### src/pkg/gmp_pkg.sv
package gmp_pkg;
  // ----------------------------------------
  // timebase
  // ----------------------------------------
  localparam int CLK_HZ = 20_000_000;
  localparam int SLEEP_QUALIFY_MS = 2000;
  localparam int SLEEP_QUALIFY_CYC = SLEEP_QUALIFY_MS * (CLK_HZ / 1000);
  localparam int VT_UPDATE_MS = 440;
  localparam int VT_UPDATE_CYC = VT_UPDATE_MS * (CLK_HZ / 1000);
  localparam int CUR_UPDATE_US = 3_515_000;
  localparam int CUR_UPDATE_CYC = CUR_UPDATE_US * (CLK_HZ / 1_000_000);
  localparam int SAMPLE_HZ = 18_600;
  localparam int SAMPLE_DIV_CYC = CLK_HZ / SAMPLE_HZ;
  localparam int CNT_W = 32;

  // ----------------------------------------
  // data formats
  // ----------------------------------------
  localparam int DATA_W = 16;
  localparam int WIDE_W = 52;
  localparam int SUM_W = 36;
  localparam int CONV_SHIFT = 16;
  localparam int AVG_DEPTH = 8;
  localparam int AVG_SHIFT = 3;
  localparam int OFS_IDX_W = 10;
  localparam int GAIN_W = 11;
  localparam int GAIN_FRAC = 10;
  localparam int TC_W = 8;
  localparam int TC_HALF_SHIFT = 2;
  localparam int TC_REF_HALF = 50;
  localparam int TC_ONE = 65536;
  localparam int TC_SHIFT = 16;
  localparam int VOLT_MAX = 1023;
  localparam int VOLT_MIN = -1024;
  localparam int CUR_MAX = 32767;
  localparam int CUR_MIN = -32768;

  // ----------------------------------------
  // register map
  // ----------------------------------------
  localparam int ADDR_W = 4;
  localparam logic [3:0] REG_CTRL = 4'h0;
  localparam logic [3:0] REG_STATUS = 4'h1;
  localparam logic [3:0] REG_VOLT = 4'h2;
  localparam logic [3:0] REG_TEMP = 4'h3;
  localparam logic [3:0] REG_CUR = 4'h4;
  localparam logic [3:0] REG_AVG = 4'h5;
  localparam logic [3:0] REG_GAIN = 4'h6;
  localparam logic [3:0] REG_FGAIN = 4'h7;
  localparam logic [3:0] REG_TC = 4'h8;
  localparam logic [3:0] REG_OFFSET = 4'h9;
  localparam int CTRL_BLS_BIT = 0;
  localparam int CTRL_UVS_BIT = 1;
  localparam int STAT_SLEEP_BIT = 0;
  localparam int STAT_UV_BIT = 1;
  localparam int STAT_OVD_BIT = 2;
  localparam int STAT_LOWQ_BIT = 3;
  localparam logic [10:0] GAIN_RESET = 11'h400;

  typedef enum logic [1:0] {
    GMP_ACTIVE = 2'b00,
    GMP_SLEEP_BUS = 2'b01,
    GMP_SLEEP_UV = 2'b10
  } gmp_pwr_e;

  typedef struct packed {
    logic bus_low_sleep_enable;
    logic undervoltage_sleep_enable;
  } gmp_ctrl_s;

  typedef struct packed {
    logic valid;
    logic [15:0] value;
  } gmp_acc_s;
endpackage : gmp_pkg

### src/hdl/gmp_measure_power_ctrl.sv
// Notes on behaviour
// - power-up starts in active, measuring continuously
// - sleep halts measurement, registers keep values
// - bus-low enable plus line low 2s: sleep
// - bus-low sleep ends when line goes high
// - undervoltage plus steady line 2s: sleep
// - undervoltage sleep lasts until line activity
// - line-high undervoltage sleep accepts reset directly
// - no presence on first rise after low sleep
// - voltage refreshed every 440ms, 4.88mV step
// - voltage clamped to register range
// - temperature 0.125C step, refreshed every 440ms
// - sense sampled 18.6kHz, result per conversion
// - current written every 3.515s, 1.5625uV step
// - current saturates at 7fff and 8000
// - average of last 8 currents every 28s
// - every 1024th conversion measures offset
// - offset slot repeats previous current value
// - 11-bit gain trim, 0 to 1.999
// - factory gain copy read-only, unused
// - 8-bit tempco trim, zero disables
// - tempco factor recomputed on 0.5C crossing
// - speed select pin high means overdrive
`timescale 1ns/100ps
module gmp_measure_power_ctrl
  import gmp_pkg::*;
#(
  parameter int SLEEP_CYC = SLEEP_QUALIFY_CYC,
  parameter int VT_CYC = VT_UPDATE_CYC,
  parameter int CUR_CYC = CUR_UPDATE_CYC,
  parameter int SAMPLE_CYC = SAMPLE_DIV_CYC,
  parameter logic [10:0] FACTORY_GAIN = GAIN_RESET
) (
  input wire logic core_clk_i,
  input wire logic arst_n_i,
  input wire logic [3:0] reg_addr_i,
  input wire logic [15:0] reg_wdata_i,
  input wire logic reg_wr_i,
  input wire logic reg_rd_i,
  output logic [15:0] reg_rdata_o,
  input wire logic dq_i,
  input wire logic bus_speed_select_i,
  input wire logic uv_below_i,
  input wire logic signed [15:0] vin_raw_i,
  input wire logic signed [10:0] temp_raw_i,
  input wire logic signed [15:0] sns_sample_i,
  output logic sample_tick_o,
  output logic sleep_o,
  output logic overdrive_o,
  output logic presence_block_o,
  output gmp_acc_s acc_feed_o
);

  // ----------------------------------------
  // helpers
  // ----------------------------------------
  function automatic logic signed [15:0] sat16(
    input logic signed [WIDE_W-1:0] v,
    input int lo,
    input int hi
  );
    logic signed [WIDE_W-1:0] l;
    logic signed [WIDE_W-1:0] h;
    l = WIDE_W'(lo);
    h = WIDE_W'(hi);
    if (v > h) begin
      sat16 = h[15:0];
    end else if (v < l) begin
      sat16 = l[15:0];
    end else begin
      sat16 = v[15:0];
    end
  endfunction : sat16

  function automatic logic tick(input logic [CNT_W-1:0] c, input int n);
    tick = (c == CNT_W'(n - 1));
  endfunction : tick

  // ----------------------------------------
  // state
  // ----------------------------------------
  gmp_pwr_e pwr_r, pwr_nxt;
  gmp_ctrl_s ctrl_r;
  logic dq_prev_r;
  logic low_at_sleep_r;
  logic presence_block_r;
  logic overdrive_r;
  logic [CNT_W-1:0] qual_cnt_r;
  logic [CNT_W-1:0] vt_cnt_r;
  logic [CNT_W-1:0] cur_cnt_r;
  logic [CNT_W-1:0] smp_cnt_r;
  logic signed [SUM_W-1:0] sum_r;
  logic [OFS_IDX_W-1:0] conv_idx_r;
  logic signed [15:0] offset_r;
  logic signed [15:0] volt_r;
  logic signed [15:0] temp_r;
  logic signed [15:0] cur_r;
  logic signed [15:0] avg_r;
  logic [GAIN_W-1:0] gain_r;
  logic [TC_W-1:0] tc_r;
  logic signed [19:0] tc_factor_r;
  logic signed [8:0] half_last_r;
  logic signed [15:0] hist_r [AVG_DEPTH];
  logic [AVG_SHIFT-1:0] hist_idx_r;
  gmp_acc_s acc_r;
  logic [15:0] rdata_r;

  // ----------------------------------------
  // power control
  // ----------------------------------------
  wire active = (pwr_r == GMP_ACTIVE);
  wire dq_moved = (dq_i != dq_prev_r);
  wire bus_low_cond = ctrl_r.bus_low_sleep_enable && !dq_i;
  wire uv_cond = ctrl_r.undervoltage_sleep_enable && uv_below_i && !dq_moved;
  wire qual_cond = active && (bus_low_cond || uv_cond);
  wire qual_done = qual_cond && tick(qual_cnt_r, SLEEP_CYC);
  wire dq_rise = dq_i && !dq_prev_r;
  wire dq_fall = !dq_i && dq_prev_r;

  always_comb begin
    pwr_nxt = pwr_r;
    case (pwr_r)
      GMP_ACTIVE: begin
        // bus-low cause wins when both qualify: its wake needs only a high line
        if (qual_done && bus_low_cond) begin
          pwr_nxt = GMP_SLEEP_BUS;
        end else if (qual_done) begin
          pwr_nxt = GMP_SLEEP_UV;
        end
      end
      GMP_SLEEP_BUS: begin
        if (dq_i) begin
          pwr_nxt = GMP_ACTIVE;
        end
      end
      GMP_SLEEP_UV: begin
        // any edge wakes: a reset pulse from a high line counts directly
        if (dq_moved) begin
          pwr_nxt = GMP_ACTIVE;
        end
      end
      default: pwr_nxt = GMP_ACTIVE;
    endcase
  end

  always_ff @(posedge core_clk_i or negedge arst_n_i) begin
    if (!arst_n_i) begin
      pwr_r <= GMP_ACTIVE;
      dq_prev_r <= 1'b0;
      qual_cnt_r <= '0;
    end else begin
      pwr_r <= pwr_nxt;
      dq_prev_r <= dq_i;
      // any break in the condition restarts the interval
      qual_cnt_r <= (qual_cond && !qual_done) ? qual_cnt_r + 1'b1 : '0;
    end
  end

  always_ff @(posedge core_clk_i or negedge arst_n_i) begin
    if (!arst_n_i) begin
      low_at_sleep_r <= 1'b0;
      presence_block_r <= 1'b0;
      overdrive_r <= 1'b0;
    end else begin
      overdrive_r <= bus_speed_select_i;
      if (qual_done) begin
        low_at_sleep_r <= !dq_i;
      end
      if (!active && dq_rise && low_at_sleep_r) begin
        presence_block_r <= 1'b1;
        low_at_sleep_r <= 1'b0;
      end else if (dq_fall) begin
        presence_block_r <= 1'b0;
      end
    end
  end

  // ----------------------------------------
  // timebase, gated in sleep
  // ----------------------------------------
  wire smp_tick = active && tick(smp_cnt_r, SAMPLE_CYC);
  wire vt_tick = active && tick(vt_cnt_r, VT_CYC);
  wire cur_tick = active && tick(cur_cnt_r, CUR_CYC);
  // counters freeze in sleep rather than clear, so a wake resumes the old phase

  always_ff @(posedge core_clk_i or negedge arst_n_i) begin
    if (!arst_n_i) begin
      smp_cnt_r <= '0;
      vt_cnt_r <= '0;
      cur_cnt_r <= '0;
    end else if (active) begin
      smp_cnt_r <= smp_tick ? '0 : smp_cnt_r + 1'b1;
      vt_cnt_r <= vt_tick ? '0 : vt_cnt_r + 1'b1;
      cur_cnt_r <= cur_tick ? '0 : cur_cnt_r + 1'b1;
    end
  end

  // ----------------------------------------
  // voltage and temperature
  // ----------------------------------------
  wire signed [15:0] volt_sat = sat16(WIDE_W'(vin_raw_i), VOLT_MIN, VOLT_MAX);

  always_ff @(posedge core_clk_i or negedge arst_n_i) begin
    if (!arst_n_i) begin
      volt_r <= '0;
      temp_r <= '0;
    end else if (vt_tick) begin
      volt_r <= volt_sat;
      temp_r <= 16'(temp_raw_i);
    end
  end

  // ----------------------------------------
  // sense resistor temperature compensation
  // ----------------------------------------
  // factor in q16: one minus trim times half degrees off the reference
  wire signed [8:0] half_now = 9'(temp_r >>> TC_HALF_SHIFT);
  wire signed [9:0] half_delta = 10'(half_now) - 10'(TC_REF_HALF);
  wire signed [19:0] tc_prod = 20'($signed({1'b0, tc_r}) * half_delta);
  wire signed [19:0] tc_factor_nxt = 20'(TC_ONE) - tc_prod;
  // a zero trim gives a factor of exactly one: compensation off

  always_ff @(posedge core_clk_i or negedge arst_n_i) begin
    if (!arst_n_i) begin
      tc_factor_r <= 20'(TC_ONE);
      half_last_r <= 9'(TC_REF_HALF);
    end else if (half_now != half_last_r) begin
      // only a crossing refreshes it, so a later trim write waits for one
      tc_factor_r <= tc_factor_nxt;
      half_last_r <= half_now;
    end
  end

  // ----------------------------------------
  // current conversion
  // ----------------------------------------
  wire ofs_slot = (conv_idx_r == '0);
  wire signed [17:0] conv_raw = 18'(sum_r >>> CONV_SHIFT);
  wire signed [18:0] conv_corr = 19'(conv_raw) - 19'(offset_r);
  wire signed [WIDE_W-1:0] gained =
    (WIDE_W'(conv_corr) * WIDE_W'($signed({1'b0, gain_r}))) >>> GAIN_FRAC;
  wire signed [WIDE_W-1:0] compensated = (gained * WIDE_W'(tc_factor_r)) >>> TC_SHIFT;
  wire signed [15:0] cur_sat = sat16(compensated, CUR_MIN, CUR_MAX);
  wire signed [15:0] cur_new = ofs_slot ? cur_r : cur_sat;

  always_ff @(posedge core_clk_i or negedge arst_n_i) begin
    if (!arst_n_i) begin
      sum_r <= '0;
    end else if (cur_tick) begin
      sum_r <= smp_tick ? SUM_W'(sns_sample_i) : '0;
    end else if (smp_tick) begin
      sum_r <= sum_r + SUM_W'(sns_sample_i);
    end
  end

  always_ff @(posedge core_clk_i or negedge arst_n_i) begin
    if (!arst_n_i) begin
      conv_idx_r <= '0;
      offset_r <= '0;
      cur_r <= '0;
      acc_r <= '0;
    end else begin
      acc_r.valid <= cur_tick;
      if (cur_tick) begin
        conv_idx_r <= conv_idx_r + 1'b1;
        cur_r <= cur_new;
        acc_r.value <= cur_new;
        if (ofs_slot) begin
          // held for the next 1023 conversions
          offset_r <= 16'(conv_raw);
        end
      end
    end
  end

  // ----------------------------------------
  // average current
  // ----------------------------------------
  logic signed [18:0] hist_sum;
  always_comb begin
    hist_sum = '0;
    for (int i = 0; i < AVG_DEPTH; i++) begin
      hist_sum = hist_sum + 19'(hist_r[i]);
    end
  end
  wire signed [15:0] avg_sat = sat16(WIDE_W'(hist_sum >>> AVG_SHIFT), CUR_MIN, CUR_MAX);
  // offset-slot repeats enter the history as well, as they feed accumulation
  logic avg_due_r;

  always_ff @(posedge core_clk_i or negedge arst_n_i) begin
    if (!arst_n_i) begin
      hist_idx_r <= '0;
      avg_due_r <= 1'b0;
      avg_r <= '0;
      for (int i = 0; i < AVG_DEPTH; i++) begin
        hist_r[i] <= '0;
      end
    end else begin
      avg_due_r <= cur_tick && (hist_idx_r == '1);
      if (cur_tick) begin
        hist_r[hist_idx_r] <= cur_new;
        hist_idx_r <= hist_idx_r + 1'b1;
      end
      if (avg_due_r) begin
        avg_r <= avg_sat;
      end
    end
  end

  // ----------------------------------------
  // register port
  // ----------------------------------------
  // status bits are rebuilt from state every cycle, so they cannot drift from it
  wire stat_asleep = !active;
  wire stat_uv_sleep = (pwr_r == GMP_SLEEP_UV);
  wire stat_ovd = overdrive_r;
  wire stat_block = presence_block_r;
  wire [15:0] status_word =
    (16'(stat_asleep) << STAT_SLEEP_BIT) |
    (16'(stat_uv_sleep) << STAT_UV_BIT) |
    (16'(stat_ovd) << STAT_OVD_BIT) |
    (16'(stat_block) << STAT_LOWQ_BIT);

  wire [15:0] ctrl_word =
    (16'(ctrl_r.bus_low_sleep_enable) << CTRL_BLS_BIT) |
    (16'(ctrl_r.undervoltage_sleep_enable) << CTRL_UVS_BIT);
  // unmapped offsets read zero and swallow writes
  logic [15:0] rd_mux;
  always_comb begin
    case (reg_addr_i)
      REG_CTRL: rd_mux = ctrl_word;
      REG_STATUS: rd_mux = status_word;
      REG_VOLT: rd_mux = volt_r;
      REG_TEMP: rd_mux = temp_r;
      REG_CUR: rd_mux = cur_r;
      REG_AVG: rd_mux = avg_r;
      REG_GAIN: rd_mux = 16'(gain_r);
      REG_FGAIN: rd_mux = 16'(FACTORY_GAIN);
      REG_TC: rd_mux = 16'(tc_r);
      REG_OFFSET: rd_mux = offset_r;
      default: rd_mux = '0;
    endcase
  end

  always_ff @(posedge core_clk_i or negedge arst_n_i) begin
    if (!arst_n_i) begin
      ctrl_r <= '0;
      gain_r <= GAIN_RESET;
      tc_r <= '0;
      rdata_r <= '0;
    end else begin
      rdata_r <= reg_rd_i ? rd_mux : '0;
      if (reg_wr_i && reg_addr_i == REG_CTRL) begin
        ctrl_r.bus_low_sleep_enable <= reg_wdata_i[CTRL_BLS_BIT];
        ctrl_r.undervoltage_sleep_enable <= reg_wdata_i[CTRL_UVS_BIT];
      end
      if (reg_wr_i && reg_addr_i == REG_GAIN) begin
        gain_r <= reg_wdata_i[GAIN_W-1:0];
      end
      if (reg_wr_i && reg_addr_i == REG_TC) begin
        tc_r <= reg_wdata_i[TC_W-1:0];
      end
    end
  end

  assign reg_rdata_o = rdata_r;
  assign sample_tick_o = smp_tick;
  assign sleep_o = !active;
  assign overdrive_o = overdrive_r;
  assign presence_block_o = presence_block_r;
  assign acc_feed_o = acc_r;

endmodule : gmp_measure_power_ctrl

### config.mk
export PLATFORM = sky130hd
export DESIGN_NAME = gmp_measure_power_ctrl
export DESIGN_NICKNAME = d
export VERILOG_FILES = /design/src/pkg/gmp_pkg.sv /design/src/hdl/gmp_measure_power_ctrl.sv
export SDC_FILE = /design/constraint.sdc
export NUM_CORES = 2
export LEC_CHECK = 0
export BUFFER_PORTS_ARGS = -buffer_cell sky130_fd_sc_hd__clkbuf_2
export CORE_ASPECT_RATIO = 0.5
export CORE_UTILIZATION = 55
export CTS_CLUSTER_SIZE = 8
export DETAILED_ROUTE_END_ITERATION = 16
export PLACE_DENSITY = 0.77
export SLEW_MARGIN = 10
export SYNTH_ARGS = -nofsm -noshare
export SYNTH_HDL_FRONTEND = slang
export SYNTH_SLANG_ARGS = --single-unit
### constraint.sdc
create_clock -name core_clk_i -period 21.5 [get_ports core_clk_i]
set_clock_uncertainty 0.05 [all_clocks]
set_input_delay 4.3 -clock core_clk_i [delete_from_list [all_inputs] [get_ports core_clk_i]]
set_output_delay 4.3 -clock core_clk_i [all_outputs]
set_load 0.05 [all_outputs]
==> results.cfg <==
[sta]
worstMarginPinSlew_ns = 1.21
setup_viol = 0
fin_crit_ns = 18.91
post-route-period-util_pct = 87.9
setup_tns_ns = 0
rsz0062_at_grt = no
fmax_mhz = 52.9
hold_violations = 0
timing.slew.headroom_pct = 19.1
maxSlewViolCount = 0

[clock_network]
cts_buffers = 66
htreeDepth = 3
cts_tree = built
clockRootBuffer = clkbuf_16
clock-sinks = 452
path_clk_slew_ns = 0.05
cts_buffer_depth = 3
post_cts_resize_count = 0
cts_setup_buffers = 0
cts-hold-fix-buffers = 0
clkLatencyLatePin_ns = 0.62

[setup_path]
critPathLaunchType = flop
worst_path_most_repeated_cell = fa_1
critPathArrivalTime_ns = 19.33
worstPathMaxFanout = 29
crit_path_end_kind = flop
max_stage_delay_ns = 0.96
cp_slowest_cell = fa_1
crit_type = flop to flop
crit_required_ns = 21.92
reg2reg_slack_ns = 2.59

[route]
drtAntennaViolNets = 0
via_count = 38173
avgViaCountPerCell = 5.62
wirelength_um = 125000
met1_length_um = 53100
wl_met3_um = 9630
wire_per_inst_um = 18.3
drtIter0Drc = 3155
drt_drc_violations_left = 0
first_pass_iters = 8
dr_wl_met2_um = 58400
dr.max_layer_used = met5

[worst_hold_path]
min_path_type = flop to flop

[job]
drv_cap = 0

[floorplan]
die_area_mm2 = 0.0954
ios = 107
start_util_pct = 55.6
core_mm2 = 0.0931
die_h_um = 219
rows = 79
die_w_um = 436

[synthesis]
ys.flop_type = dfrtp_1
ys_ff_latch = 452
synth_top_area_share_pct = 30.8
syn_inst = 5524
synth_area_mm2 = 0.0518
async_flop_share_pct = 100
avgSynthCellArea_um2 = 9.37
synthTopCellsByArea = fa_1 (31%), dfrtp_1 (22%), ha_1 (7.6%)
yosysSeqAreaShare_pct = 21.9
synth-edff-count = 0
synth_nets = 6706
yosysWarnings = 0
synth_top_cell_by_area = fa_1
synth_cell_types = 84

[outcome]
status = finished, final reports clean

[placed_design]
place.gp.congestion = 0.924
hpwl_um = 95500
portBuffers = 101

[global_routing]
antenna_found_initial = 2
grt_overflow = 0
grt_max_degree = 124
grt_pass1_vias = 40267
track_usage_pct = 27.2
grt_pass1_wl_um = 207000

[finish]
drive_gt1_share_pct = 6.40
fin_nets = 6701
synthToLayoutAreaGrowth_pct = 6.88
diodes = 0
-- synth_stat cells, types with 15 or more instances --
cell / count
o21bai_1: 19
nor3_1: 49
nor2_1: 254
a222oi_1: 15
fa_1: 796
a31oi_1: 23
a21oi_1: 169
xnor2_1: 185
ha_1: 316
a21o_1: 56
o31ai_1: 132
clkbuf_1: 231
dfrtp_1: 447
a22oi_1: 20
nor4_1: 22
and3_1: 42
nand3_1: 107
inv_1: 1051
nor2b_1: 53
and2_1: 291
xor2_1: 80
o21ai_0: 131
nand2b_1: 30
o21a_1: 22
mux2_2: 50
nand2_1: 662
nand4_1: 52
-- state kept, by name, indices dropped and copies added, names as in the netlist, 9 cells and up --
| register | cells |
|---|---|
| avg_r | 16 |
| volt_r | 16 |
| conv_idx_r | 10 |
| reg_rdata_o | 16 |
| cur_cnt_r | 32 |
| hist_r | 128 |
| half_last_r | 9 |
| acc_feed_o | 17 |
| offset_r | 16 |
| vt_cnt_r | 32 |
| tc_factor_r | 20 |
| sum_r | 34 |
| temp_r | 11 |
| gain_r | 11 |
| qual_cnt_r | 32 |
| smp_cnt_r | 32 |
-- per-layer routing --
metal	vias up	global-route usage, %
met2	1248	44.0
li1	17255	-
met5	-	0
met1	19434	37.1
met4	2	7.91
met3	234	5.58
-- kinds of logic (layout without fill, tap and decap cells) --
kind of cell	count (synthesis)	after routing	share of synthesized area [%]
buffers and inverters	1297	1307	9.46
flip-flops	452	452	21.9
XOR/XNOR	266	266	4.51
adder cells (fa/ha/maj)	1112	1112	38.4
AO/OA/AOI/OAI	704	704	9.30
multiplexers	64	64	1.36
AND/OR/NAND/NOR	1629	1629	15.1
-- metrics by stage --
stage / hold slack (ns) / cell area (µm²) / utilization [%] / std cells / setup WS, ns
final: 0.421 / 55300 / 59.4 / 6789 / 2.59
after global routing: 0.436 / 55300 / 59.4 / 6789 / 1.37
after CTS: 0.415 / 55300 / 59.4 / 6789 / 2.75
after detailed placement: 0.413 / 53500 / 57.4 / 6706 / 2.81
after global placement: 0.387 / 53500 / 57.4 / 6706 / 3.10
after floorplan: 0.374 / 51800 / - / 5524 / 5.53
-- path summary, 6_finish.rpt --
| check | startpoint | end | cells past startpoint |
|---|---|---|---|
| hold / removal | pwr_r[1]$_DFFE_PN0P_ | pwr_r[0]$_DFFE_PN0P_ | 1 |
| hold reg to reg | pwr_r[1]$_DFFE_PN0P_ | pwr_r[0]$_DFFE_PN0P_ | 1 |
| setup / recovery | offset_r[1]$_DFFE_PN0P_ | acc_feed_o[12]$_DFFE_PN0P_ | 57 |
| setup reg to reg | offset_r[1]$_DFFE_PN0P_ | acc_feed_o[12]$_DFFE_PN0P_ | 57 |
| max in group asynchronous | arst_n_i | vt_cnt_r[18]$_DFFE_PN0P_ | 3 |
| min in group asynchronous | arst_n_i | hist_r[45]$_DFFE_PN0P_ | 1 |
-- cell usage in the layout (no fill, tap or decap), drive strengths merged, types with 70 or more instances in the layout --
cell type / synthesis / final
xor2: 80 / 80
fa: 796 / 796
nand3: 107 / 107
a21oi: 186 / 186
nor2: 254 / 254
xnor2: 186 / 186
buf: 12 / 70
o31ai: 132 / 132
dfrtp: 447 / 447
and2: 291 / 291
nand2: 662 / 662
o21ai: 138 / 138
inv: 1052 / 1055
clkbuf: 231 / 176
ha: 316 / 316
-- area by class of cell --
cell class / instances / area, µm²
Fill cell: 7621 / 37800
Multi-Input combinational cell: 3775 / 35600
Sequential cell: 452 / 11300
Inverter: 1054 / 3960
Clock buffer: 76 / 1710
Tap cell: 1255 / 1570
Timing Repair Buffer: 170 / 1050
Clock inverter: 7 / 141
-- worst max-delay path: cells and delay by family (launching register included) --
family	cells	cell delay, ns
compound gates	23	5.98
buf+inv	10	1.30
fa+ha+maj	15	7.77
xor+xnor	1	0.71
simple gates	8	2.43
flops	1	0.46
Power is left out: the tool's default activity adds up to more than one toggle a clock period on the data nets, which glitch-free logic cannot reach.
